File: src/design/cmf_pkg.sv
// Purpose: Shared constants for the charger mode and fault control block
// Assumes: 100 MHz clock, one 1 us tick derived inside the block
// Notes: Fault codes are a small enumeration reported on a status port
package cmf_pkg;
  // ----------------------------------------
  // Timing
  // ----------------------------------------
  localparam int CLK_MHZ = 100;
  localparam int TICK_US = 1;
  localparam int TICK_CYCLES = TICK_US * CLK_MHZ;
  localparam int PULSE_US = 128;
  localparam int OVLD_MS = 30;
  localparam int OVLD_US = OVLD_MS * 1000;
  localparam int WDOG_S = 32;
  localparam int WDOG_US = WDOG_S * 1000000;
  localparam int MIN15_S = 900;
  localparam int MIN15_US = MIN15_S * 1000000;

  // ----------------------------------------
  // Operating modes and fault codes
  // ----------------------------------------
  typedef enum logic [1:0] {
    CMF_HIZ = 2'b00,
    CMF_CHARGE = 2'b01,
    CMF_CFG = 2'b11,
    CMF_BOOST = 2'b10
  } cmf_mode_t;

  localparam logic [3:0] FLT_NONE = 4'h0;
  localparam logic [3:0] FLT_TIMER = 4'h1;
  localparam logic [3:0] FLT_SLEEP = 4'h2;
  localparam logic [3:0] FLT_OVP = 4'h3;
  localparam logic [3:0] FLT_POOR = 4'h4;
  localparam logic [3:0] FLT_UVLO = 4'h5;
  localparam logic [3:0] FLT_NOBAT = 4'h6;
  localparam logic [3:0] FLT_THERM = 4'h7;
  localparam logic [3:0] FLT_OVLD = 4'h8;
  localparam logic [3:0] FLT_BAT = 4'h9;
endpackage : cmf_pkg

File: src/design/cmf_timer.sv
// Purpose: Microsecond down-counter with restart, used for pulse and timeouts
// Assumes: tick is a one-cycle enable; start wins over counting
// Notes: done is a one-cycle pulse as the count reaches zero
`timescale 1ns/10ps
module cmf_timer #(
  parameter int WIDTH = 32
) (
  input wire logic clk,
  input wire logic reset,
  input wire logic tick,
  input wire logic start,
  input wire logic stop,
  input wire logic [WIDTH-1:0] load,
  output logic running,
  output logic done
);
  logic [WIDTH-1:0] cnt_q;
  logic run_q;
  logic done_q;
  wire last = run_q && tick && (cnt_q <= {{(WIDTH-1){1'b0}}, 1'b1});

  always_ff @(posedge clk) begin
    if (reset || stop) begin
      cnt_q <= '0;
      run_q <= 1'b0;
      done_q <= 1'b0;
    end else if (start) begin
      cnt_q <= load;
      run_q <= 1'b1;
      done_q <= 1'b0;
    end else begin
      done_q <= last;
      if (last) begin
        run_q <= 1'b0;
        cnt_q <= '0;
      end else if (run_q && tick) begin
        cnt_q <= cnt_q - {{(WIDTH-1){1'b0}}, 1'b1};
      end
    end
  end

  assign running = run_q;
  assign done = done_q;
endmodule : cmf_timer

File: src/design/cmf_ctrl.sv
// Purpose: Mode selection, state pin, boost watchdog and boost fault handling
// Assumes: Analog comparators arrive as asynchronous levels; control bits are
//   same-clock levels and pulses from the register logic
// Notes: Parameter reset and limit lock are flags handed to the register logic
//
// Contract
// - State pin low while charging, if enabled
// - Any fault gives one 128 us low pulse
// - Charge mode faults raise the pulse
// - Boost mode faults raise the pulse
// - Charge inhibit bit disables charging
// - Parameter reset restores defaults, self-clears
// - Mode from operation and hi-z bits
// - Boost without fault, else charge-configure
// - Charge-disable pin high forces hi-z
// - Disable rise resets 15-minute timer only, when not in host mode
// - Lock pin low holds limit defaults
// - First other write locks safety limits
// - Boost from OTG pin or operation bit
// - Light-load boost skips pulses with hysteresis
// - 32 s boost watchdog, kick bit clears
// - Watchdog expiry stops boost, flags fault
// - Output overvoltage stops boost, clears request
// - Overload fault after 30 ms persistence
// - Overload blocks restart until fault cleared
// - Battery limits stop boost, clear request
// - State pin released during healthy boost
// - Fault status frozen until host reads
// - Leave hi-z only when all conditions hold
`timescale 1ns/10ps
module cmf_ctrl
  import cmf_pkg::*;
#(
  parameter int PULSE_US_P = PULSE_US,
  parameter int OVLD_US_P = OVLD_US,
  parameter int WDOG_US_P = WDOG_US,
  parameter int MIN15_US_P = MIN15_US
) (
  input wire logic clk,
  input wire logic reset,
  // Control bits from the register logic
  input wire logic state_pin_enable,
  input wire logic charge_inhibit,
  input wire logic operation_select_bit,
  input wire logic high_impedance_select,
  input wire logic otg_function_enable,
  input wire logic host_mode,
  input wire logic watchdog_kick_bit,
  input wire logic param_reset_bit,
  input wire logic safety_write,
  input wire logic other_write,
  input wire logic status_read,
  input wire logic fault_clear,
  // Pins and analog comparators (asynchronous)
  input wire logic charge_disable_pin,
  input wire logic limit_lock_reset_pin,
  input wire logic otg_pin,
  input wire logic vbus_above_uvlo,
  input wire logic chg_timer_expired,
  input wire logic sleep_det,
  input wire logic vbus_ovp,
  input wire logic bat_ovp,
  input wire logic poor_source,
  input wire logic no_battery,
  input wire logic thermal_shutdown,
  input wire logic output_overload,
  input wire logic bat_above_max,
  input wire logic bat_below_min,
  input wire logic ind_current_low,
  input wire logic boost_node_low,
  // Outputs
  output logic state_pin_out,
  output logic state_pin_oe,
  output logic [1:0] op_mode,
  output logic charge_enable,
  output logic boost_switch_on,
  output logic clear_operation_select,
  output logic watchdog_kick_clear,
  output logic param_reset_clear,
  output logic params_to_default,
  output logic safety_write_enable,
  output logic limits_to_default,
  output logic [3:0] fault_status,
  output logic min15_timer_reset
);
  // ----------------------------------------
  // Input synchronisers
  // ----------------------------------------
  localparam int NSYNC = 16;
  logic [NSYNC-1:0] raw;
  logic [NSYNC-1:0] s1_q;
  logic [NSYNC-1:0] s2_q;
  assign raw = {charge_disable_pin, limit_lock_reset_pin, otg_pin, vbus_above_uvlo,
                chg_timer_expired, sleep_det, vbus_ovp, bat_ovp, poor_source, no_battery,
                thermal_shutdown, output_overload, bat_above_max, bat_below_min,
                ind_current_low, boost_node_low};
  always_ff @(posedge clk) begin
    if (reset) begin
      s1_q <= '0;
      s2_q <= '0;
    end else begin
      s1_q <= raw;
      s2_q <= s1_q;
    end
  end
  wire cd_s = s2_q[15];
  wire lock_n_s = s2_q[14];
  wire otg_s = s2_q[13];
  wire uvlo_ok_s = s2_q[12];
  wire tmr_s = s2_q[11];
  wire sleep_s = s2_q[10];
  wire ovp_s = s2_q[9] | s2_q[8];
  wire poor_s = s2_q[7];
  wire nobat_s = s2_q[6];
  wire therm_s = s2_q[5];
  wire ovld_s = s2_q[4];
  wire bmax_s = s2_q[3];
  wire bmin_s = s2_q[2];
  wire ilow_s = s2_q[1];
  wire node_low_s = s2_q[0];

  // ----------------------------------------
  // Reference tick
  // ----------------------------------------
  logic [7:0] div_q;
  wire tick = (div_q == 8'(TICK_CYCLES - 1));
  always_ff @(posedge clk) begin
    if (reset || tick) begin
      div_q <= 8'h00;
    end else begin
      div_q <= div_q + 8'h01;
    end
  end

  // ----------------------------------------
  // Mode selection
  // ----------------------------------------
  cmf_mode_t mode_q;
  cmf_mode_t mode_d;
  logic hiz_q;
  logic ovld_lock_q;
  logic boost_fault;
  logic charge_fault;
  wire boost_req = host_mode && ((otg_s && otg_function_enable) || operation_select_bit);
  wire boosting = (mode_q == CMF_BOOST);
  wire hiz_hold = cd_s || !uvlo_ok_s || high_impedance_select;
  always_ff @(posedge clk) begin
    if (reset) begin
      hiz_q <= 1'b1;
    end else if (hiz_hold) begin
      hiz_q <= 1'b1;
    end else if (!high_impedance_select && cd_s == 1'b0 && uvlo_ok_s) begin
      hiz_q <= 1'b0;
    end
  end

  always_comb begin
    if (hiz_q || cd_s) begin
      mode_d = CMF_HIZ;
    end else if (boost_req && !ovld_lock_q && !bmin_s) begin
      mode_d = boost_fault ? CMF_CFG : CMF_BOOST;
    end else if (!uvlo_ok_s) begin
      mode_d = CMF_HIZ;
    end else if (charge_fault) begin
      mode_d = CMF_CFG;
    end else begin
      mode_d = CMF_CHARGE;
    end
  end
  always_ff @(posedge clk) begin
    if (reset) begin
      mode_q <= CMF_HIZ;
    end else begin
      mode_q <= mode_d;
    end
  end
  assign op_mode = mode_q;
  assign charge_enable = (mode_q == CMF_CHARGE) && !charge_inhibit;

  // ----------------------------------------
  // Boost watchdog and overload persistence
  // ----------------------------------------
  logic wd_done;
  logic ov_run;
  logic ov_done;
  logic boost_start_q;
  wire boost_rise = boosting && !boost_start_q;
  always_ff @(posedge clk) begin
    if (reset) begin
      boost_start_q <= 1'b0;
    end else begin
      boost_start_q <= boosting;
    end
  end
  // restart on boost start or kick
  cmf_timer #(.WIDTH(32)) u_wdog (
    .clk(clk), .reset(reset), .tick(tick),
    .start(boost_rise || (boosting && watchdog_kick_bit)),
    .stop(!boosting), .load(32'(WDOG_US_P)),
    .running(), .done(wd_done)
  );
  assign watchdog_kick_clear = watchdog_kick_bit;
  wire ov_start = boosting && ovld_s && !ov_run && !ov_done;
  cmf_timer #(.WIDTH(32)) u_ovld (
    .clk(clk), .reset(reset), .tick(tick),
    .start(ov_start), .stop(!(boosting && ovld_s)), .load(32'(OVLD_US_P)),
    .running(ov_run), .done(ov_done)
  );

  // ----------------------------------------
  // Fault detection
  // ----------------------------------------
  // charge mode fault sources
  wire chg_fault_now = (mode_q != CMF_BOOST) && !hiz_q &&
                       (tmr_s || sleep_s || ovp_s || poor_s || !uvlo_ok_s || nobat_s || therm_s);
  wire bst_fault_now = boosting && (wd_done || ov_done || s2_q[9] || bmax_s || bmin_s || therm_s);
  assign charge_fault = chg_fault_now;
  logic wd_fault_q;
  // Expiry in the same cycle as a host clear must not be lost
  always_ff @(posedge clk) begin
    if (reset) begin
      wd_fault_q <= 1'b0;
    end else if (wd_done) begin
      wd_fault_q <= 1'b1;
    end else if (fault_clear) begin
      wd_fault_q <= 1'b0;
    end
  end
  assign boost_fault = bst_fault_now || wd_fault_q;
  wire any_fault = chg_fault_now || bst_fault_now;
  logic fault_prev_q;
  always_ff @(posedge clk) begin
    if (reset) begin
      fault_prev_q <= 1'b0;
    end else begin
      fault_prev_q <= any_fault;
    end
  end
  wire fault_rise = any_fault && !fault_prev_q;

  // overload lock, set wins over clear
  always_ff @(posedge clk) begin
    if (reset) begin
      ovld_lock_q <= 1'b0;
    end else if (ov_done) begin
      ovld_lock_q <= 1'b1;
    end else if (fault_clear) begin
      ovld_lock_q <= 1'b0;
    end
  end
  assign clear_operation_select = bst_fault_now && !wd_done;

  logic [3:0] code_d;
  logic [3:0] stat_q;
  logic stat_held_q;
  always_comb begin
    if (ov_done) code_d = FLT_OVLD;
    else if (wd_done || tmr_s) code_d = FLT_TIMER;
    else if (ovp_s) code_d = FLT_OVP;
    else if (boosting && (bmax_s || bmin_s)) code_d = FLT_BAT;
    else if (therm_s) code_d = FLT_THERM;
    else if (nobat_s) code_d = FLT_NOBAT;
    else if (!uvlo_ok_s) code_d = FLT_UVLO;
    else if (poor_s) code_d = FLT_POOR;
    else code_d = FLT_SLEEP;
  end
  always_ff @(posedge clk) begin
    if (reset) begin
      stat_q <= FLT_NONE;
      stat_held_q <= 1'b0;
    end else if (fault_rise && !stat_held_q) begin
      stat_q <= code_d;
      stat_held_q <= 1'b1;
    end else if (status_read || fault_clear) begin
      stat_held_q <= 1'b0;
      if (fault_clear) begin
        stat_q <= FLT_NONE;
      end
    end
  end
  assign fault_status = stat_q;

  // ----------------------------------------
  // State pin
  // ----------------------------------------
  logic pulse_run;
  cmf_timer #(.WIDTH(8)) u_pulse (
    .clk(clk), .reset(reset), .tick(tick),
    .start(fault_rise), .stop(1'b0), .load(8'(PULSE_US_P)),
    .running(pulse_run), .done()
  );
  // low only when charging or pulsing
  wire pin_low = pulse_run || (mode_q == CMF_CHARGE && charge_enable && state_pin_enable);
  assign state_pin_out = 1'b0;
  assign state_pin_oe = pin_low;

  // ----------------------------------------
  // Light-load pulse skipping
  // ----------------------------------------
  logic skip_q;
  // off below current floor, on when node sags
  always_ff @(posedge clk) begin
    if (reset || !boosting) begin
      skip_q <= 1'b0;
    end else if (ilow_s) begin
      skip_q <= 1'b1;
    end else if (node_low_s) begin
      skip_q <= 1'b0;
    end
  end
  assign boost_switch_on = boosting && !boost_fault && !skip_q;

  // ----------------------------------------
  // Parameters, limits and 15-minute timer
  // ----------------------------------------
  // one-cycle restore, then self-clear
  assign params_to_default = param_reset_bit;
  assign param_reset_clear = param_reset_bit;
  logic locked_q;
  always_ff @(posedge clk) begin
    if (reset || !lock_n_s) begin
      locked_q <= 1'b0;
    end else if (other_write) begin
      locked_q <= 1'b1;
    end
  end
  assign limits_to_default = !lock_n_s;
  assign safety_write_enable = lock_n_s && !locked_q && safety_write;
  logic cd_prev_q;
  always_ff @(posedge clk) begin
    if (reset) begin
      cd_prev_q <= 1'b0;
    end else begin
      cd_prev_q <= cd_s;
    end
  end
  // rising disable resets only the 15-minute timer, and only when host_mode is low
  assign min15_timer_reset = cd_s && !cd_prev_q && !host_mode;
endmodule : cmf_ctrl

File: config.mk
export PLATFORM = sky130hd
export DESIGN_NAME = cmf_ctrl
export DESIGN_NICKNAME = d
export VERILOG_FILES = /design/src/design/cmf_pkg.sv /design/src/design/cmf_timer.sv /design/src/design/cmf_ctrl.sv
export SDC_FILE = /design/constraint.sdc
export NUM_CORES = 1
export LEC_CHECK = 0
export ABC_AREA = 1
export ABC_CLOCK_PERIOD_IN_PS = 2300
export CORE_MARGIN = 4
export CORE_UTILIZATION = 24
export CTS_CLUSTER_DIAMETER = 150
export DETAILED_ROUTE_END_ITERATION = 16
export DONT_BUFFER_PORTS = 1
export PLACE_DENSITY = 0.42
export SLEW_MARGIN = 25
export SYNTH_ARGS = -nofsm -noshare
export SYNTH_HDL_FRONTEND = slang
export SYNTH_HIERARCHICAL = 1
export SYNTH_SLANG_ARGS = --single-unit
File: constraint.sdc
create_clock -name clk -period 2.3 [get_ports clk]
set_clock_uncertainty 0.05 [all_clocks]
set_input_delay 0.46 -clock clk [delete_from_list [all_inputs] [get_ports clk]]
set_output_delay 0.46 -clock clk [all_outputs]
set_load 0.05 [all_outputs]
==> results of run 1 <==
through the flow:
| step | power (mW) | hold WS (ps) |
|---|---|---|
| final | 5.250 | 44.92 |
| after global routing | 5.468 | 26.09 |
| after CTS | 5.344 | 23.84 |
| after detailed placement | 2.520 | 343.8 |
| after global placement | 2.520 | 339.4 |
| after floorplan | 2.520 | 338.3 |
registers in the layout (all words and copies together) (netlist names), 2 cells and up:
signal,flops
u_ovld/cnt_q,32
u_wdog/cnt_q,32
s1_q,16
s2_q,16
div_q,8
u_pulse/cnt_q,8
fault_status,4
op_mode,2
layout make-up:
cell class / instances / area (um^2) / area share
well taps: 435 / 544.3 / 0.05822
multi-input cells: 927 / 4563 / 0.4881
flip-flops and latches: 132 / 2645 / 0.2829
repair buffers: 28 / 272.8 / 0.02918
inverters: 196 / 735.7 / 0.07869
clock inverters: 15 / 162.7 / 0.01740
clock buffers: 17 / 425.4 / 0.04550
critical path, stage by stage (launching register included):
cell and delay [ps]:
dfxtp_1 380, nor2_1 180, nand3_2 120, nand2_4 100, nand2_1 90, nor3_2 160
buf_4 230
per-layer routing:
layer,vias up,share of wire,track usage
met3,7,0.019,0.02223
met4,0,0.0076,0.02803
met1,3144,0.51,0.1559
li1,3904,-,-
met2,47,0.47,0.1881
met5,-,0,0
worst paths after layout:
kind | to | startpoint | slack, ps | depth (start not counted)
hold / removal | s1_q[11] | reset | 40 | 1
setup reg to reg | u_wdog/cnt_q[15] | div_q[0] | 190 | 15
hold reg to reg | s2_q[6] | s1_q[6] | 350 | 2
setup / recovery | boost_switch_on | u_ovld/done | 90 | 6
placed cells by master (no fill, tap or decap), drive strengths merged:
| master | instances |
|---|---|
| a21boi | 2 |
| a21o | 1 |
| a21oi | 91 |
| a22o | 2 |
| a31o | 1 |
| and2 | 1 |
| and3 | 1 |
| buf | 28 |
| bufinv | 1 |
| clkbuf | 17 |
| clkinv | 5 |
| conb | 74 |
| dfxtp | 132 |
| ha | 7 |
| inv | 205 |
| nand2 | 294 |
| nand3 | 103 |
| nand3b | 6 |
| nand4 | 21 |
| nor2 | 217 |
| nor3 | 15 |
| nor3b | 2 |
| o211ai | 1 |
| o21ai | 55 |
| o21bai | 7 |
| or2 | 5 |
| or4 | 1 |
| xnor2 | 5 |
| xor2 | 15 |
timing repair:
| item | CTS | global route |
|---|---|---|
| setup endpoints to repair | 1 | 64 |
| gates resized for setup | 1 | 12 |
| hold endpoints to repair | 0 | 0 |
| pin swaps | 0 | 5 |
| setup buffers | 0 | 5 |
| cloned | 0 | 3 |
power breakdown:
group	switching (mW)	internal (mW)
combinational	0.0900	0.0416
sequential	0.0168	2.32
clock	1.23	1.55
total	1.34	3.91
==> flow_summary.json, run 1 <==
{
  "grt-ovfl-total": 0,
  "setup_viol": 0,
  "dp.cells": 1710,
  "drtAntennaViolNets": 0,
  "clockBufferDepth": 2,
  "totalWireLength_mm": 20.44,
  "drive_gt1_frac": 0.1224,
  "pin_count": 47,
  "outcome": "completed",
  "path_max_fanout": 6,
  "placed_area_um2": 8653,
  "power.density_nw_per_um2": 561.6,
  "crit_path_start_kind": "register",
  "hp-class": "in2reg",
  "cap_violations": 0,
  "clock-sinks": 132,
  "slew_viol_final": 0,
  "max_freq_ghz": 0.4534,
  "drtIter0Drc": 276,
  "max_slew.worst_pin.slew_ps": 760.2,
  "setup_ws_ps": 94.52,
  "wl_per_cell_um": 11.68,
  "worstPathRequired_ps": 1790,
  "grt_usage": 0.1147,
  "min_period_ps": 2205,
  "cts_buffers": 17,
  "final_nets": 1339,
  "grt_pass1_vias": 6663,
  "fin_tns_setup_ps": 0,
  "cts_root_buf": "clkbuf_16",
  "via_per_inst": 4.058,
  "clock_latency_ps": 430,
  "initial_core_util": 0.2460,
  "antenna_cells": 0,
  "drt-pass1-iter-count": 4,
  "cts_hold_buffers": 0,
  "hold_viol": 0,
  "fin_cells": 1750,
  "die_area_um2": 35630,
  "grt_max_degree": 51,
  "utilization": 0.2933,
  "fin_area_um2": 9349,
  "fp.dieW_um": 188.8,
  "cts_tree": "built",
  "dp_worst_setup_slack_ps": 3.835,
  "yosys_warnings": 6,
  "end_kind": "output pin",
  "die_h_um": 188.8,
  "core_um2": 31880,
  "portBuffers": 0,
  "critPathKind": "reg2out",
  "h-tree-depth": 4,
  "num_rows": 65,
  "min_period_over_period": 0.9589,
  "vias": 7102,
  "rsz0062_at_grt": "no",
  "max-vdd-ir-drop_mv": 0.5123,
  "routabilityCongestion": 0.8052,
  "syn-instance-count": 1223,
  "area_growth_pct": 19.23,
  "netlist_area_um2": 7841,
  "avgSynthCellArea_um2": 6.412,
  "clk_pin_slew_ps": 70,
  "grt_pass1_wl_mm": 33.89,
  "cp.arrival_ps": 1700,
  "fillers": 3619,
  "drcViolationCount": 0,
  "hpwl_mm": 14.29,
  "power.leakage_nw": 4.260,
  "relSlewSlack": 0.4932,
  "antenna_found_initial": 0
}
(Power assumes the default switching activity.)
==> run 2, diff against run 1 <==
--- a/config.mk
+++ b/config.mk
@@ -12,7 +12,7 @@
 export CTS_CLUSTER_DIAMETER = 150
 export DETAILED_ROUTE_END_ITERATION = 16
 export DONT_BUFFER_PORTS = 1
-export PLACE_DENSITY = 0.42
+export PLACE_DENSITY = 0.4
 export SLEW_MARGIN = 25
 export SYNTH_ARGS = -nofsm -noshare
 export SYNTH_HDL_FRONTEND = slang
==> run 2 against run 1 <==
Core utilization increased by 0.074 points. Sequential cell count unchanged. Maximum frequency rose by 2.2%. Final area grew 0.25%. Sequential share of layout area is 0.072 points lower. Routed wire length rose by 2.8%. Total power up 0.86%. Critical path depth unchanged. Hold slack gained 4.9 ps. Cell count stayed put. Non-clock buffer count stayed put. Critical path type unchanged. Largest power group unchanged.
==> flow_summary.json, run 2 (synthesized netlist as in run 1, its figures left out) <==
{
  "setup_viol": 0,
  "vias": 7229,
  "p_switching_mw": 1.368,
  "min_from": "reset",
  "pwr-share-comb": 0.025,
  "power.leakage_nw": 4.256,
  "drcViolationCount": 0,
  "placed_area_um2": 8643,
  "clockBufferDepth": 2,
  "p_int_mw": 3.927,
  "max_slew.worst_pin.slew_ps": 804.4,
  "slowest_stage": "dfxtp_1",
  "hold-worst-slack_ps": 49.79,
  "die_area_um2": 35630,
  "cts_hold_buffers": 0,
  "clkPwrFrac": 0.533,
  "outcome": "completed",
  "min_period_over_period": 0.9386,
  "fin_area_um2": 9373,
  "grt_pass1_vias": 6814,
  "initial_core_util": 0.2460,
  "drtIter0Drc": 257,
  "grt-ovfl-total": 0,
  "totalPowerFinal_mw": 5.295,
  "routabilityCongestion": 0.8229,
  "min_period_ps": 2159,
  "clock_latency_ps": 420,
  "h-tree-depth": 4,
  "critPathMaxStageDelay_ps": 380,
  "layout_commonest_cell": "nand2_1",
  "max-vdd-ir-drop_mv": 0.5101,
  "cts_buffers": 17,
  "area_growth_pct": 19.53,
  "path_max_fanout": 6,
  "core_um2": 31880,
  "drtAntennaViolNets": 0,
  "switching_share": 0.2584,
  "end_kind": "output pin",
  "cap_violations": 0,
  "reg2reg_from": "div_q[1]",
  "final_nets": 1339,
  "pin_count": 47,
  "r2r_cells": 15,
  "rrSetupSlack_ps": 240,
  "crit_chain": "nor2_1, nand3_2, nand2_4, nand2_1, nor3_2, buf_6",
  "slew_viol_final": 0,
  "max_freq_ghz": 0.4632,
  "worstPathRequired_ps": 1790,
  "critPathKind": "reg2out",
  "fillers": 3629,
  "dp.cells": 1712,
  "utilization": 0.2940,
  "clock-sinks": 132,
  "fp.dieW_um": 188.8,
  "fin_cells": 1750,
  "final_cell_mix": "nand2_1, inv_1, nor2_1",
  "antenna_cells": 0,
  "wl_per_cell_um": 12.01,
  "grt_max_degree": 51,
  "die_h_um": 188.8,
  "crit_path_start_kind": "register",
  "cts_root_buf": "clkbuf_16",
  "hold_depth": 1,
  "num_rows": 65,
  "reg_top3": "u_ovld/cnt_q: 32 flops, u_wdog/cnt_q: 32 flops",
  "grt_usage": 0.1197,
  "drive_gt1_frac": 0.1232,
  "cp.arrival_ps": 1650,
  "hp-class": "in2reg",
  "r2r_end": "u_wdog/running",
  "relSlewSlack": 0.4637,
  "fin_tns_setup_ps": 0,
  "grt_pass1_wl_mm": 34.93,
  "cts_tree": "built",
  "totalWireLength_mm": 21.02,
  "antenna_found_initial": 0,
  "hpwl_mm": 14.93,
  "min_to": "fault_status[1]",
  "drt-pass1-iter-count": 5,
  "portBuffers": 0,
  "p_seq_frac": 0.442,
  "hold_viol": 0,
  "power.density_nw_per_um2": 565.0,
  "setup_ws_ps": 141.1,
  "dp_worst_setup_slack_ps": -62.29,
  "via_per_inst": 4.131,
  "clk_pin_slew_ps": 70
}
## run 2: changes by cell type in the layout (fill, tap and decap cells not counted), moves of 2 or more
cell | before | now
buf_12 | 5 | 3
buf_6 | 0 | 3
clkinv_2 | 2 | 0
nor2_2 | 27 | 25
## run 2: repair_timing
item | CTS | global route
buffers inserted | 0 | 3
endpoints found under the setup margin | 4 | 66
cloned | 1 | 2
resized for setup | 3 | 17
pin swaps | 1 | 9
hold endpoints to repair | 0 | 0
## run 2: layer usage
layer / part of all wire / vias up / GRT usage
met4: 0.010 / 0 / 0.03167
met1: 0.49 / 3252 / 0.1571
met5: 0 / - / 0
met2: 0.48 / 65 / 0.2022
li1: - / 3900 / -
met3: 0.020 / 12 / 0.02297
## run 2: worst max path at each step
stage	slack (ps)	to	start	cells after the start
2_1_floorplan	70	state_pin_oe	op_mode[0]	3
4_1_cts	5	u_wdog/cnt_q[15]	op_mode[1]	12
6_report	140	boost_switch_on	u_ovld/done	6
5_1_grt	-8	u_wdog/running	div_q[0]	15
3_5_place_dp	-60	u_wdog/cnt_q[15]	div_q[0]	14
3_3_place_gp	0.03	u_wdog/cnt_q[15]	div_q[0]	14
## run 2: final cells by class
type / count / area (um^2) / share of cell area
multi-input cells: 927 / 4587 / 0.4894
clock inverters: 15 / 176.4 / 0.01882
inverters: 196 / 735.7 / 0.07849
repair buffers: 28 / 259.0 / 0.02763
well taps: 435 / 544.3 / 0.05807
clock buffers: 17 / 425.4 / 0.04539
flip-flops and latches: 132 / 2645 / 0.2822
## run 2: critical path, delay by kind of cell (launching register included)
kind	cells	cell delay (ps)
AND/OR/NAND/NOR	5	650
buffers and inverters	1	190
flip-flops	1	380
## run 2: power by group through the flow
stage | registers, mW | clock network (mW) | logic, mW
after CTS | 2.34 | 2.93 | 0.133
after global routing | 2.34 | 3.01 | 0.163
after detailed placement | 2.39 | 0 | 0.132
after floorplan | 2.38 | 0 | 0.135
final | 2.34 | 2.82 | 0.134
after global placement | 2.39 | 0 | 0.131
